**config.mk**
```make
export PLATFORM = sky130hd
export DESIGN_NAME = tpc_top
export DESIGN_NICKNAME = d
export VERILOG_FILES = /design/src/verilog/tpc_pkg.sv /design/src/verilog/tpc_top.sv
export SDC_FILE = /design/constraint.sdc
export NUM_CORES = 1
export LEC_CHECK = 0
export BUFFER_PORTS_ARGS = -buffer_cell sky130_fd_sc_hd__buf_2
export CAP_MARGIN = 20
export CORE_ASPECT_RATIO = 0.6
export CORE_MARGIN = 5
export CORE_UTILIZATION = 50
export CTS_CLUSTER_SIZE = 25
export DETAILED_ROUTE_END_ITERATION = 8
export MAX_ROUTING_LAYER = met4
export PLACE_DENSITY = 0.82
export SYNTH_ARGS = -nofsm -noshare
export SYNTH_HDL_FRONTEND = slang
export SYNTH_SLANG_ARGS = --single-unit
export TNS_END_PERCENT = 100
```
**constraint.sdc**
```tcl
create_clock -name clk_in -period 2.5 [get_ports clk_in]
set_input_delay 0.25 -clock clk_in [delete_from_list [all_inputs] [get_ports clk_in]]
set_output_delay 0.25 -clock clk_in [all_outputs]
set_load 0.01 [all_outputs]
```
**src/verilog/tpc_pkg.sv**
```systemverilog
//------------------------------------------------------------------------------
// Operation
// - both counters share one divider, each with its own clock select
// - select one gives a count pulse on every system clock cycle
// - divider taps at clock over 8, 64, 256 and 1024, all selectable
// - divider runs free, untouched by any counter's clock select
// - first tap pulse after enabling comes 1 to N cycles later
// - each count pin is sampled every cycle through synchronising stages
// - select seven counts rising pin edges, select six falling ones
// - pin edge to counter update takes 2 to 3 cycles
// - pin-derived count pulses never pass through the divider
// - hold mode bit set keeps the written divider reset bit asserted
// - hold mode bit written zero makes hardware clear divider reset
// - divider reset bit resets divider, then self-clears unless holding
// - divider reset lets software align first prescaled count to code
// - select zero gives no count pulses, counter stays stopped
// - pin transitions count even when the pin is driven as output
//------------------------------------------------------------------------------
package tpc_pkg;

  localparam int unsigned DATA_W  = 32;
  localparam int unsigned ADDR_W  = 8;
  localparam int unsigned NUM_CNT = 2;
  localparam int unsigned SEL_W   = 3;
  localparam int unsigned DIV_W   = 10;

  // register byte offsets
  localparam logic [ADDR_W-1:0] SYNC_CTRL_OFS = 8'h00;
  localparam logic [ADDR_W-1:0] SEL0_OFS      = 8'h04;
  localparam logic [ADDR_W-1:0] SEL1_OFS      = 8'h08;
  localparam logic [ADDR_W-1:0] STATUS_OFS    = 8'h0C;

  // general_timer_sync_control fields
  localparam int unsigned TSM_BIT = 7;
  localparam int unsigned PSR_BIT = 0;

  // status fields
  localparam int unsigned STAT_DIV_LSB = 0;
  localparam int unsigned STAT_PIN_LSB = 16;

  // reset values
  localparam logic             SYNC_HOLD_RST = 1'b0;
  localparam logic             PSR_RST       = 1'b0;
  localparam logic [SEL_W-1:0] SEL_RST       = 3'h0;
  localparam logic [DIV_W-1:0] DIV_RST       = 10'h000;

  // clock_select_field encodings
  localparam logic [SEL_W-1:0] CS_STOP     = 3'h0;
  localparam logic [SEL_W-1:0] CS_DIV1     = 3'h1;
  localparam logic [SEL_W-1:0] CS_DIV8     = 3'h2;
  localparam logic [SEL_W-1:0] CS_DIV64    = 3'h3;
  localparam logic [SEL_W-1:0] CS_DIV256   = 3'h4;
  localparam logic [SEL_W-1:0] CS_DIV1024  = 3'h5;
  localparam logic [SEL_W-1:0] CS_EXT_FALL = 3'h6;
  localparam logic [SEL_W-1:0] CS_EXT_RISE = 3'h7;

  // a tap fires when the masked divider bits are all ones
  localparam logic [DIV_W-1:0] TAP8_MASK    = 10'h007;
  localparam logic [DIV_W-1:0] TAP64_MASK   = 10'h03F;
  localparam logic [DIV_W-1:0] TAP256_MASK  = 10'h0FF;
  localparam logic [DIV_W-1:0] TAP1024_MASK = 10'h3FF;

  localparam logic [1:0] RESP_OKAY   = 2'h0;
  localparam logic [1:0] RESP_SLVERR = 2'h2;

  typedef enum {
    TPC_REG_SYNC,
    TPC_REG_SEL0,
    TPC_REG_SEL1,
    TPC_REG_STATUS,
    TPC_REG_NONE
  } tpc_reg_t;

  typedef struct packed {
    logic [ADDR_W-1:0]   awaddr;
    logic                awvalid;
    logic [DATA_W-1:0]   wdata;
    logic [DATA_W/8-1:0] wstrb;
    logic                wvalid;
    logic                bready;
    logic [ADDR_W-1:0]   araddr;
    logic                arvalid;
    logic                rready;
  } tpc_axi_req_t;

  typedef struct packed {
    logic                awready;
    logic                wready;
    logic [1:0]          bresp;
    logic                bvalid;
    logic                arready;
    logic [DATA_W-1:0]   rdata;
    logic [1:0]          rresp;
    logic                rvalid;
  } tpc_axi_rsp_t;

endpackage

```
**src/verilog/tpc_top.sv**
```systemverilog
// The register offsets and the AXI4-Lite register port were left to the implementer.
module tpc_top (
  input  wire logic                      clk_in,     // i/o system clock
  input  wire logic                      rst_n_in,   // async reset, low
  input  wire logic                      clk_en_in,  // freezes all state
  input  wire tpc_pkg::tpc_axi_req_t     axi_in,     // axi4-lite request
  output tpc_pkg::tpc_axi_rsp_t          axi_out,    // axi4-lite response
  input  wire logic [tpc_pkg::NUM_CNT-1:0] ext_pin_in, // external count pins
  output logic [tpc_pkg::NUM_CNT-1:0]    count_tick_out, // count strobes
  output logic                           prescaler_reset_out // divider held
);
  import tpc_pkg::*;

  function automatic tpc_reg_t reg_decode(input logic [ADDR_W-1:0] addr);
    if (addr == SYNC_CTRL_OFS) begin
      reg_decode = TPC_REG_SYNC;
    end else if (addr == SEL0_OFS) begin
      reg_decode = TPC_REG_SEL0;
    end else if (addr == SEL1_OFS) begin
      reg_decode = TPC_REG_SEL1;
    end else if (addr == STATUS_OFS) begin
      reg_decode = TPC_REG_STATUS;
    end else begin
      reg_decode = TPC_REG_NONE;
    end
  endfunction

  //----------------------------------------------------------------------------
  // register bus
  //----------------------------------------------------------------------------
  logic                          aw_seen_q, aw_seen_d;
  logic                          w_seen_q, w_seen_d;
  logic [ADDR_W-1:0]             awaddr_q, awaddr_d;
  logic [DATA_W-1:0]             wdata_q, wdata_d;
  logic [DATA_W/8-1:0]           wstrb_q, wstrb_d;
  logic                          bvalid_q, bvalid_d;
  logic [1:0]                    bresp_q, bresp_d;
  logic                          rvalid_q, rvalid_d;
  logic [1:0]                    rresp_q, rresp_d;
  logic [DATA_W-1:0]             rdata_q, rdata_d;
  logic                          sync_hold_q, sync_hold_d;
  logic                          psr_q, psr_d;
  logic [NUM_CNT-1:0][SEL_W-1:0] sel_q, sel_d;
  logic                          wr_fire;
  tpc_reg_t                      wr_reg;
  tpc_reg_t                      rd_reg;
  logic                          aw_take, w_take, ar_take;

  // divider and synchroniser state, declared here for the status read
  logic [DIV_W-1:0]              div_q, div_d;
  logic [NUM_CNT-1:0]            sync1_q, sync1_d;
  logic [NUM_CNT-1:0]            sync2_q, sync2_d;
  logic [NUM_CNT-1:0]            prev_q, prev_d;

  assign aw_take = clk_en_in && axi_in.awvalid && !aw_seen_q;
  assign w_take  = clk_en_in && axi_in.wvalid && !w_seen_q;
  assign ar_take = clk_en_in && axi_in.arvalid && !rvalid_q;
  assign wr_fire = clk_en_in && aw_seen_q && w_seen_q && !bvalid_q;
  assign wr_reg  = reg_decode(awaddr_q);
  assign rd_reg  = reg_decode(axi_in.araddr);

  always_comb begin
    aw_seen_d   = aw_seen_q;
    w_seen_d    = w_seen_q;
    awaddr_d    = awaddr_q;
    wdata_d     = wdata_q;
    wstrb_d     = wstrb_q;
    bvalid_d    = bvalid_q;
    bresp_d     = bresp_q;
    rvalid_d    = rvalid_q;
    rresp_d     = rresp_q;
    rdata_d     = rdata_q;
    sync_hold_d = sync_hold_q;
    sel_d       = sel_q;
    // without a write the strobe self-clears unless hold mode keeps it
    psr_d       = sync_hold_q ? psr_q : 1'b0;
    if (aw_take) begin
      aw_seen_d = 1'b1;
      awaddr_d  = axi_in.awaddr;
    end
    if (w_take) begin
      w_seen_d = 1'b1;
      wdata_d  = axi_in.wdata;
      wstrb_d  = axi_in.wstrb;
    end
    if (wr_fire) begin
      aw_seen_d = 1'b0;
      w_seen_d  = 1'b0;
      bvalid_d  = 1'b1;
      bresp_d   = RESP_OKAY;
      if (wr_reg == TPC_REG_SYNC) begin
        if (wstrb_q[0]) begin
          // software write wins over the hardware clear
          sync_hold_d = wdata_q[TSM_BIT];
          psr_d       = wdata_q[PSR_BIT];
        end
      end else if (wr_reg == TPC_REG_SEL0) begin
        if (wstrb_q[0]) begin
          sel_d[0] = wdata_q[SEL_W-1:0];
        end
      end else if (wr_reg == TPC_REG_SEL1) begin
        if (wstrb_q[0]) begin
          sel_d[1] = wdata_q[SEL_W-1:0];
        end
      end else if (wr_reg == TPC_REG_STATUS) begin
        bresp_d = RESP_OKAY;
      end else begin
        bresp_d = RESP_SLVERR;
      end
    end
    if (clk_en_in && bvalid_q && axi_in.bready) begin
      bvalid_d = 1'b0;
    end
    if (clk_en_in && rvalid_q && axi_in.rready) begin
      rvalid_d = 1'b0;
    end
    if (ar_take) begin
      rvalid_d = 1'b1;
      rresp_d  = RESP_OKAY;
      rdata_d  = '0;
      if (rd_reg == TPC_REG_SYNC) begin
        rdata_d[TSM_BIT] = sync_hold_q;
        rdata_d[PSR_BIT] = psr_q;
      end else if (rd_reg == TPC_REG_SEL0) begin
        rdata_d[SEL_W-1:0] = sel_q[0];
      end else if (rd_reg == TPC_REG_SEL1) begin
        rdata_d[SEL_W-1:0] = sel_q[1];
      end else if (rd_reg == TPC_REG_STATUS) begin
        rdata_d[STAT_DIV_LSB +: DIV_W]  = div_q;
        rdata_d[STAT_PIN_LSB +: NUM_CNT] = sync2_q;
      end else begin
        rresp_d = RESP_SLVERR;
      end
    end
  end

  always_ff @(posedge clk_in or negedge rst_n_in) begin
    if (!rst_n_in) begin
      aw_seen_q   <= 1'b0;
      w_seen_q    <= 1'b0;
      awaddr_q    <= '0;
      wdata_q     <= '0;
      wstrb_q     <= '0;
      bvalid_q    <= 1'b0;
      bresp_q     <= RESP_OKAY;
      rvalid_q    <= 1'b0;
      rresp_q     <= RESP_OKAY;
      rdata_q     <= '0;
      sync_hold_q <= SYNC_HOLD_RST;
      psr_q       <= PSR_RST;
      sel_q       <= {NUM_CNT{SEL_RST}};
    end else if (clk_en_in) begin
      aw_seen_q   <= aw_seen_d;
      w_seen_q    <= w_seen_d;
      awaddr_q    <= awaddr_d;
      wdata_q     <= wdata_d;
      wstrb_q     <= wstrb_d;
      bvalid_q    <= bvalid_d;
      bresp_q     <= bresp_d;
      rvalid_q    <= rvalid_d;
      rresp_q     <= rresp_d;
      rdata_q     <= rdata_d;
      sync_hold_q <= sync_hold_d;
      psr_q       <= psr_d;
      sel_q       <= sel_d;
    end
  end

  always_comb begin
    axi_out         = '0;
    axi_out.awready = clk_en_in && !aw_seen_q;
    axi_out.wready  = clk_en_in && !w_seen_q;
    axi_out.bvalid  = bvalid_q;
    axi_out.bresp   = bresp_q;
    axi_out.arready = clk_en_in && !rvalid_q;
    axi_out.rvalid  = rvalid_q;
    axi_out.rresp   = rresp_q;
    axi_out.rdata   = rdata_q;
  end

  //----------------------------------------------------------------------------
  // shared divider
  //----------------------------------------------------------------------------
  logic [3:0] tap;

  // free running: no clock select feeds this, only the reset strobe
  always_comb begin
    div_d = psr_q ? DIV_RST : div_q + 1'b1;
  end

  always_ff @(posedge clk_in or negedge rst_n_in) begin
    if (!rst_n_in) begin
      div_q <= DIV_RST;
    end else if (clk_en_in) begin
      div_q <= div_d;
    end
  end

  // counting from zero, a tap needs a full period before it fires,
  // so enabling mid-phase waits anywhere from 1 to N cycles
  assign tap[0] = !psr_q && ((div_q & TAP8_MASK) == TAP8_MASK);
  assign tap[1] = !psr_q && ((div_q & TAP64_MASK) == TAP64_MASK);
  assign tap[2] = !psr_q && ((div_q & TAP256_MASK) == TAP256_MASK);
  assign tap[3] = !psr_q && ((div_q & TAP1024_MASK) == TAP1024_MASK);
  assign prescaler_reset_out = psr_q;

  //----------------------------------------------------------------------------
  // pin synchronisers and edge detectors
  //----------------------------------------------------------------------------
  // pins are sampled whatever their port direction, so software can
  // drive them to count
  always_comb begin
    sync1_d = ext_pin_in;
    sync2_d = sync1_q;
    prev_d  = sync2_q;
  end

  always_ff @(posedge clk_in or negedge rst_n_in) begin
    if (!rst_n_in) begin
      sync1_q <= '0;
      sync2_q <= '0;
      prev_q  <= '0;
    end else if (clk_en_in) begin
      sync1_q <= sync1_d;
      sync2_q <= sync2_d;
      prev_q  <= prev_d;
    end
  end

  pin_sync_a: assert property (
    @(posedge clk_in) disable iff (!rst_n_in)
    clk_en_in
    |=> (sync1_q == $past(ext_pin_in) && sync2_q == $past(sync1_q)))
    else $error("count pins not sampled every cycle");

  //----------------------------------------------------------------------------
  // per-counter clock select
  //----------------------------------------------------------------------------
  // edge detectors always run, so a change of select on a steady pin
  // never makes a stray pulse; the strobe is combinational to keep
  // pin-to-update latency at three cycles at most
  genvar gi;
  generate
    for (gi = 0; gi < NUM_CNT; gi++) begin : g_cnt
      logic rise;
      logic fall;
      assign rise = sync2_q[gi] && !prev_q[gi];
      assign fall = !sync2_q[gi] && prev_q[gi];
      always_comb begin
        count_tick_out[gi] = 1'b0;
        case (sel_q[gi])
          CS_STOP:     count_tick_out[gi] = 1'b0;
          CS_DIV1:     count_tick_out[gi] = clk_en_in;
          CS_DIV8:     count_tick_out[gi] = clk_en_in && tap[0];
          CS_DIV64:    count_tick_out[gi] = clk_en_in && tap[1];
          CS_DIV256:   count_tick_out[gi] = clk_en_in && tap[2];
          CS_DIV1024:  count_tick_out[gi] = clk_en_in && tap[3];
          // pin modes take no tap at all
          CS_EXT_FALL: count_tick_out[gi] = clk_en_in && fall;
          CS_EXT_RISE: count_tick_out[gi] = clk_en_in && rise;
          default:     count_tick_out[gi] = 1'b0;
        endcase
      end

      sel_none_a: assert property (
        @(posedge clk_in) disable iff (!rst_n_in)
        sel_q[gi] == CS_STOP |-> !count_tick_out[gi])
        else $error("tick while clock select is stop");

      sel_full_a: assert property (
        @(posedge clk_in) disable iff (!rst_n_in)
        (sel_q[gi] == CS_DIV1 && clk_en_in) |-> count_tick_out[gi])
        else $error("undivided select missed a cycle");

      ext_rise_a: assert property (
        @(posedge clk_in) disable iff (!rst_n_in)
        (sel_q[gi] == CS_EXT_RISE && clk_en_in && $past(clk_en_in)
         && count_tick_out[gi])
        |-> (!$past(sync2_q[gi]) && sync2_q[gi]))
        else $error("rising-edge tick without a rising pin");

      ext_fall_a: assert property (
        @(posedge clk_in) disable iff (!rst_n_in)
        (sel_q[gi] == CS_EXT_FALL && clk_en_in && $past(clk_en_in)
         && count_tick_out[gi])
        |-> ($past(sync2_q[gi]) && !sync2_q[gi]))
        else $error("falling-edge tick without a falling pin");

      ext_latency_a: assert property (
        @(posedge clk_in) disable iff (!rst_n_in)
        (clk_en_in [*3] ##0 sel_q[gi] == CS_EXT_RISE
         ##0 $rose(sync1_q[gi]))
        ##1 (clk_en_in && sel_q[gi] == CS_EXT_RISE)
        |-> count_tick_out[gi])
        else $error("pin edge strobe not within latency");

      tick_gap_a: assert property (
        @(posedge clk_in) disable iff (!rst_n_in)
        (sel_q[gi] == CS_DIV8 && count_tick_out[gi])
        |=> (sel_q[gi] != CS_DIV8 || !count_tick_out[gi]) [*7])
        else $error("divide-by-8 ticks closer than eight cycles");

      ext_once_a: assert property (
        @(posedge clk_in) disable iff (!rst_n_in)
        (sel_q[gi] == CS_EXT_RISE && count_tick_out[gi])
        |=> !(sel_q[gi] == CS_EXT_RISE && count_tick_out[gi]))
        else $error("one rising pin edge gave two ticks");
    end
  endgenerate

  //----------------------------------------------------------------------------
  // checks on divider and reset strobe
  //----------------------------------------------------------------------------
  div_run_a: assert property (
    @(posedge clk_in) disable iff (!rst_n_in)
    (clk_en_in && !psr_q) |=> div_q == $past(div_q) + 1'b1)
    else $error("divider did not advance");

  div_zero_a: assert property (
    @(posedge clk_in) disable iff (!rst_n_in)
    (clk_en_in && psr_q) |=> (div_q == DIV_RST && !tap[0]))
    else $error("divider not zeroed by reset strobe");

  tap_rst_a: assert property (
    @(posedge clk_in) disable iff (!rst_n_in)
    $fell(psr_q) |-> (!tap[0]) [*7])
    else $error("divide-by-8 tap fired early after divider reset");

  tap_nest_a: assert property (
    @(posedge clk_in) disable iff (!rst_n_in)
    (tap[3] |-> tap[2]) and (tap[2] |-> tap[1]) and (tap[1] |-> tap[0]))
    else $error("tap phases not nested");

  psr_clear_a: assert property (
    @(posedge clk_in) disable iff (!rst_n_in)
    (clk_en_in && psr_q && !sync_hold_q && !wr_fire) |=> !psr_q)
    else $error("reset strobe did not self-clear");

  psr_hold_a: assert property (
    @(posedge clk_in) disable iff (!rst_n_in)
    (clk_en_in && psr_q && sync_hold_q && !wr_fire) |=> psr_q)
    else $error("reset strobe lost in hold mode");

  tsm_release_a: assert property (
    @(posedge clk_in) disable iff (!rst_n_in)
    (wr_fire && wr_reg == TPC_REG_SYNC && wstrb_q[0]
     && !wdata_q[TSM_BIT])
    ##1 (clk_en_in && !wr_fire) |=> !psr_q)
    else $error("hold release did not clear reset strobe");

endmodule

```
Word level (Yosys, flattened, before mapping)
Index checks and enable logic that the tools add are counted.

cells by class
  add/subtract/negate cells = 1
  multiply operators = 0
  divide/modulo/power cells = 0
  $lt $le $gt $ge = 0
  equality and inequality tests = 30
  shifts and indexed selects = 0
  multiplexer cells = 44
  bitwise gates (word level) = 2
  reduce and logical (&&, ||, !) cells = 62

operators with widths
  operator                                                          number
  32-bit by 3-bit == test with 1-bit output, second input constant  4
  32-bit two-way mux                                                3
  32-bit by 2-bit == test with 1-bit output, second input constant  2
  32-bit logical NOT                                                2
  8-bit by 4-bit == test with 1-bit output, second input constant   4
  1-bit logical AND                                                 32
  3-bit == test, second input constant                              9
  2-bit two-way mux                                                 13
  3-bit two-way mux                                                 7
  10-bit two-way mux                                                2
  8-bit by 3-bit == test with 1-bit output, second input constant   2
  8-bit logical NOT                                                 2
  1-bit case mux with 8 select lines                                2
  2-bit AND reduction                                               8
  1-bit two-way mux                                                 14
  7-bit two-way mux                                                 2
  3-bit by 2-bit == test with 1-bit output, second input constant   4
  10-bit by 1-bit adder with 10-bit output, second input constant   1
  10-bit == test, second input constant                             1
  1-bit logical NOT                                                 9
  8-bit == test, second input constant                              1
  2-bit nonzero test                                                4
  3-bit by 1-bit == test with 1-bit output, second input constant   2
  6-bit == test, second input constant                              1
  6 further kinds                                                   8

word-level totals
  flip-flop bits (word level) = 61
  latch bits = 0
  RAM bits = 0
  bits in read-only memories = 0
  input port bits = 62
  output and inout bits = 44
  memories kept = 0

Depth between registers and ports, before layout
  word-level depth = 10
  depth in mapped cells = 6
  gate-level depth less buffers = 6

Worst setup path before layout
No wires, ideal clock.

  kind = flip-flop to output port
  start = register div_q[0]
  end = output count_tick_out[1] in the netlist's numbering
  arrival = 1.398 ns
  required time = 2.250 ns
  setup slack = 0.852 ns
  cell stages (with the launch flop) = 7
  path buffers = 0
  cells stage by stage = dfrtp_1 -> ha_1 -> ha_1 -> inv_1 -> o41ai_1 -> a311oi_1 -> o22ai_1

on the way
  longest elaborated chain between the ends = 4
  elaborated cells between the ends (all ways) = 13
  classes of those cells = eq/ne (4); mux (1); reduce/logical (8)

ends and longest elaborated chain
  item                                                       line            RTL
  from (decl)                                                tpc_top.sv:50   logic [DIV_W-1:0] div_q, div_d;
  from (signal assigned)                                     tpc_top.sv:195  div_q <= div_d;
  10-bit == test (tied with other cells)                     tpc_top.sv:204  assign tap[3] = !psr_q && ((div_q & TAP1024_MASK) == TAP1024_MASK);
  1-bit logical AND, on equally long branches (2 in series)  --
  1-bit case mux with 8 select lines (*)                     tpc_top.sv:251  case (sel_q[gi])
  to (decl)                                                  tpc_top.sv:9    output logic [tpc_pkg::NUM_CNT-1:0] count_tick_out,

Mark *: on every way between the ends. The rest lies on a longest branch, timed or not.

Worst setup path after layout
  start = register div_q[0]
  end = output count_tick_out[0] in the netlist's numbering

Same word-level chain as after synthesis.

==> flow_summary.ini <==
[hold_path]
hold_start = axi_in[49]
hold_class = primary input to flop

[floorplanning]
boundaryPins = 106
core-area_sq_mm = 0.00510
die-area_sq_mm = 0.00694
start_util = 0.522
die_x_um = 104
row_count = 20
die-height_um = 66.5

[layout]
drive_gt1_frac = 0.325
multi_input_area_sq_mm = 0.00114
antenna_cells = 0
layout.cells.non_filler = 361
area_growth_pct = 14.8
layout.nets = 358
register_area_sq_mm = 0.00138
nFillCells = 441
final_core_util = 0.599

[sta]
max-slew-margin-rel = 0.570
setup_viol = 0
worst_slew_pin_slew_ns = 0.645
hold_viol = 0
slew_viol_final = 0
fmax_mhz = 428
rsz0062_at_grt = false
hold_ws_ns = 0.155
finalSetupTns_ns = 0
period_needed_ns = 2.34
post-route-period-util = 0.935
fin_skew_ns = 0.0102

[routing]
vias_per_cell = 5.55
vias = 2002
first_pass_iters = 4
wl_per_cell_um = 16.0
drc = 0
ant_nets = 0
drt_iter0_markers = 118
wirelength_um = 5760

[placed_design]
dp.cells = 352
gp_congestion = 0.843
dpl.hpwl_um = 4390
io_buffers = 52

[cts]
cts_buffer_depth = 2
htreeDepth = 2
cts_tree = built
clk_pin_slew_worst_paths_ns = 0.10
cts_sinks = 55
clkLatencyLatePin_ns = 0.32
cts_setup_buffers = 0
clockRootBuffer = clkbuf_8
cts_buffers = 5

[setup_path]
r2r_start = awaddr_q[7]$_DFFE_PN0P_
cp.required_ns = 2.25
worstSetupEndpointType = primary output
cp_max_fo = 5
critical_path_class = flop to primary output
crit_start = div_q[0]$_DFFE_PN0P_
cp.arrival_ns = 2.09
start_kind = flop

[synthesis]
seq_area_frac_synth = 0.517
synth_top_flop_cell = dfrtp_1
synth.cell_area_sq_mm = 0.00266
yosysTopAreaCellShare = 0.517
yosys.area.top_type = dfrtp_1
synth_area_leaders = dfrtp_1 (52%), mux2_2 (11%), buf_4 (6.8%), nand2_1 (3.4%), a22o_1 (3.0%)
synth_cells = 239
synth-seq-cells = 55
syn_avg_cell_area_sq_um = 11.1
async_reset_ff_frac = 1.00
synth_common_cells = dfrtp_1 (55), mux2_2 (27), buf_4 (24), nand2_1 (24), o21ai_0 (12)
yosys_warnings = 0
synth.distinct_cells = 45
synth_edf_count = 0
synth.most_common_cell = dfrtp_1

[pwr]
powerDensity_mw_per_mm2 = 813
peakVddDrop_mv = 0.281
p_leak_nw = 1.48

[run]
maxCapViolCount = 0

[global_routing]
grt_start_max_net_pins = 29
antenna_found_initial = 0
grtUsageTotal = 0.182
grt_pass1_vias = 1926
grt_overflow = 0
grt_first_pass_wirelength_um = 9680

[run_status]
status = finished, final reports clean
metal layers:
| layer | up-vias | global-route usage | share of wire |
|---|---|---|---|
| li1 | 921 | - | - |
| met1 | 978 | 0.246 | 0.44 |
| met2 | 97 | 0.258 | 0.43 |
| met3 | 6 | 0.0620 | 0.13 |
| met4 | 0 | 0.0565 | 0.0075 |
| met5 | - | - | 0 |
timing repair:
item                                    CTS  global route
hold buffers                              1             0
endpoints found under the setup margin    0             1
endpoints found under the hold margin    27             0
gates resized for setup                   0             1
registers in the layout (all words and copies together), names as in the netlist, 2 cells and up:
signal    cells
rdata_q      12
div_q        10
awaddr_q      8
sel_q         6
wdata_q       4
prev_d        2
prev_q        2
sync1_q       2
report_power, final:
part / switching [mW] / internal (mW) / total, mW / leakage, nW
logic: 0.256 / 0.287 / 0.544 / 0.720
clock network: 0.297 / 0.330 / 0.627 / 0.0618
registers: 0.211 / 1.10 / 1.32 / 0.703
total: 0.765 / 1.72 / 2.49 / 1.48
cell usage in the layout (no fill, tap or decap), types with 2 or more instances in the layout:
| cell type | n |
|---|---|
| o21ai_0 | 12 |
| nor2_1 | 10 |
| buf_2 | 52 |
| mux2_2 | 27 |
| and3_1 | 2 |
| inv_1 | 7 |
| conb_1 | 22 |
| o22ai_1 | 2 |
| buf_4 | 3 |
| clkbuf_8 | 6 |
| nand2_1 | 24 |
| a31oi_1 | 2 |
| nand3_1 | 7 |
| nor2b_1 | 4 |
| nand4_1 | 2 |
| xor2_1 | 3 |
| nor3_1 | 3 |
| nand4b_1 | 3 |
| o31ai_1 | 2 |
| nand3b_1 | 3 |
| a22o_1 | 9 |
| a21oi_1 | 8 |
| a22oi_1 | 2 |
| dfrtp_1 | 55 |
through the flow:
| stage | power (mW) | area [sq um] | worst slack (ns) |
|---|---|---|---|
| 3_3_place_gp | 1.82 | 2920 | 0.572 |
| 4_1_cts | 2.50 | 3060 | 0.157 |
| 6_report | 2.49 | 3060 | 0.162 |
| 5_1_grt | 2.64 | 3060 | 0.0109 |
| 3_5_place_dp | 1.87 | 2920 | 0.563 |
| 2_1_floorplan | 1.69 | 2740 | 0.852 |
cells by family (layout without fill, tap and decap cells):
logic type,count (synthesis),in the layout,synth area share
compound gates,45,45,0.114
simple gates,65,65,0.129
fa+ha+maj,2,2,0.00939
xor+xnor,4,4,0.0132
other cells,1,22,0.00141
buf+inv,37,72,0.0864
flops,55,55,0.517
mux,30,30,0.131
worst max-delay path, stage by stage (launching register included):
cell,delay [ns]
dfrtp_1,0.46
ha_2,0.26
ha_1,0.18
nor3b_1,0.21
a31oi_1,0.07
o211a_1,0.21
o22ai_1,0.21
buf_2,0.18
area by class of cell:
type,instances,area share
sequential,55,0.450
clock inverter,2,0.0127
tap,66,0.0270
timing repair buffer,57,0.102
multi-input combinational,168,0.372
inverter,7,0.00859
clock buffer,6,0.0270
worst paths after layout:
check                      slack (ns)  cells after the start                       to
min reg2reg                      0.50                      2   rdata_q[0]$_DFFE_PN0P_
max in group asynchronous        1.42                      3   sync1_q[0]$_DFFE_PN0P_
min in group asynchronous        0.49                      2  awaddr_q[4]$_DFFE_PN0P_
min                              0.15                      2  awaddr_q[0]$_DFFE_PN0P_
max reg2reg                      0.70                      4     sel_q[1]$_DFFE_PN0P_
max                              0.16                      7        count_tick_out[0]
No activity file was read; power rests on OpenSTA's default activity.
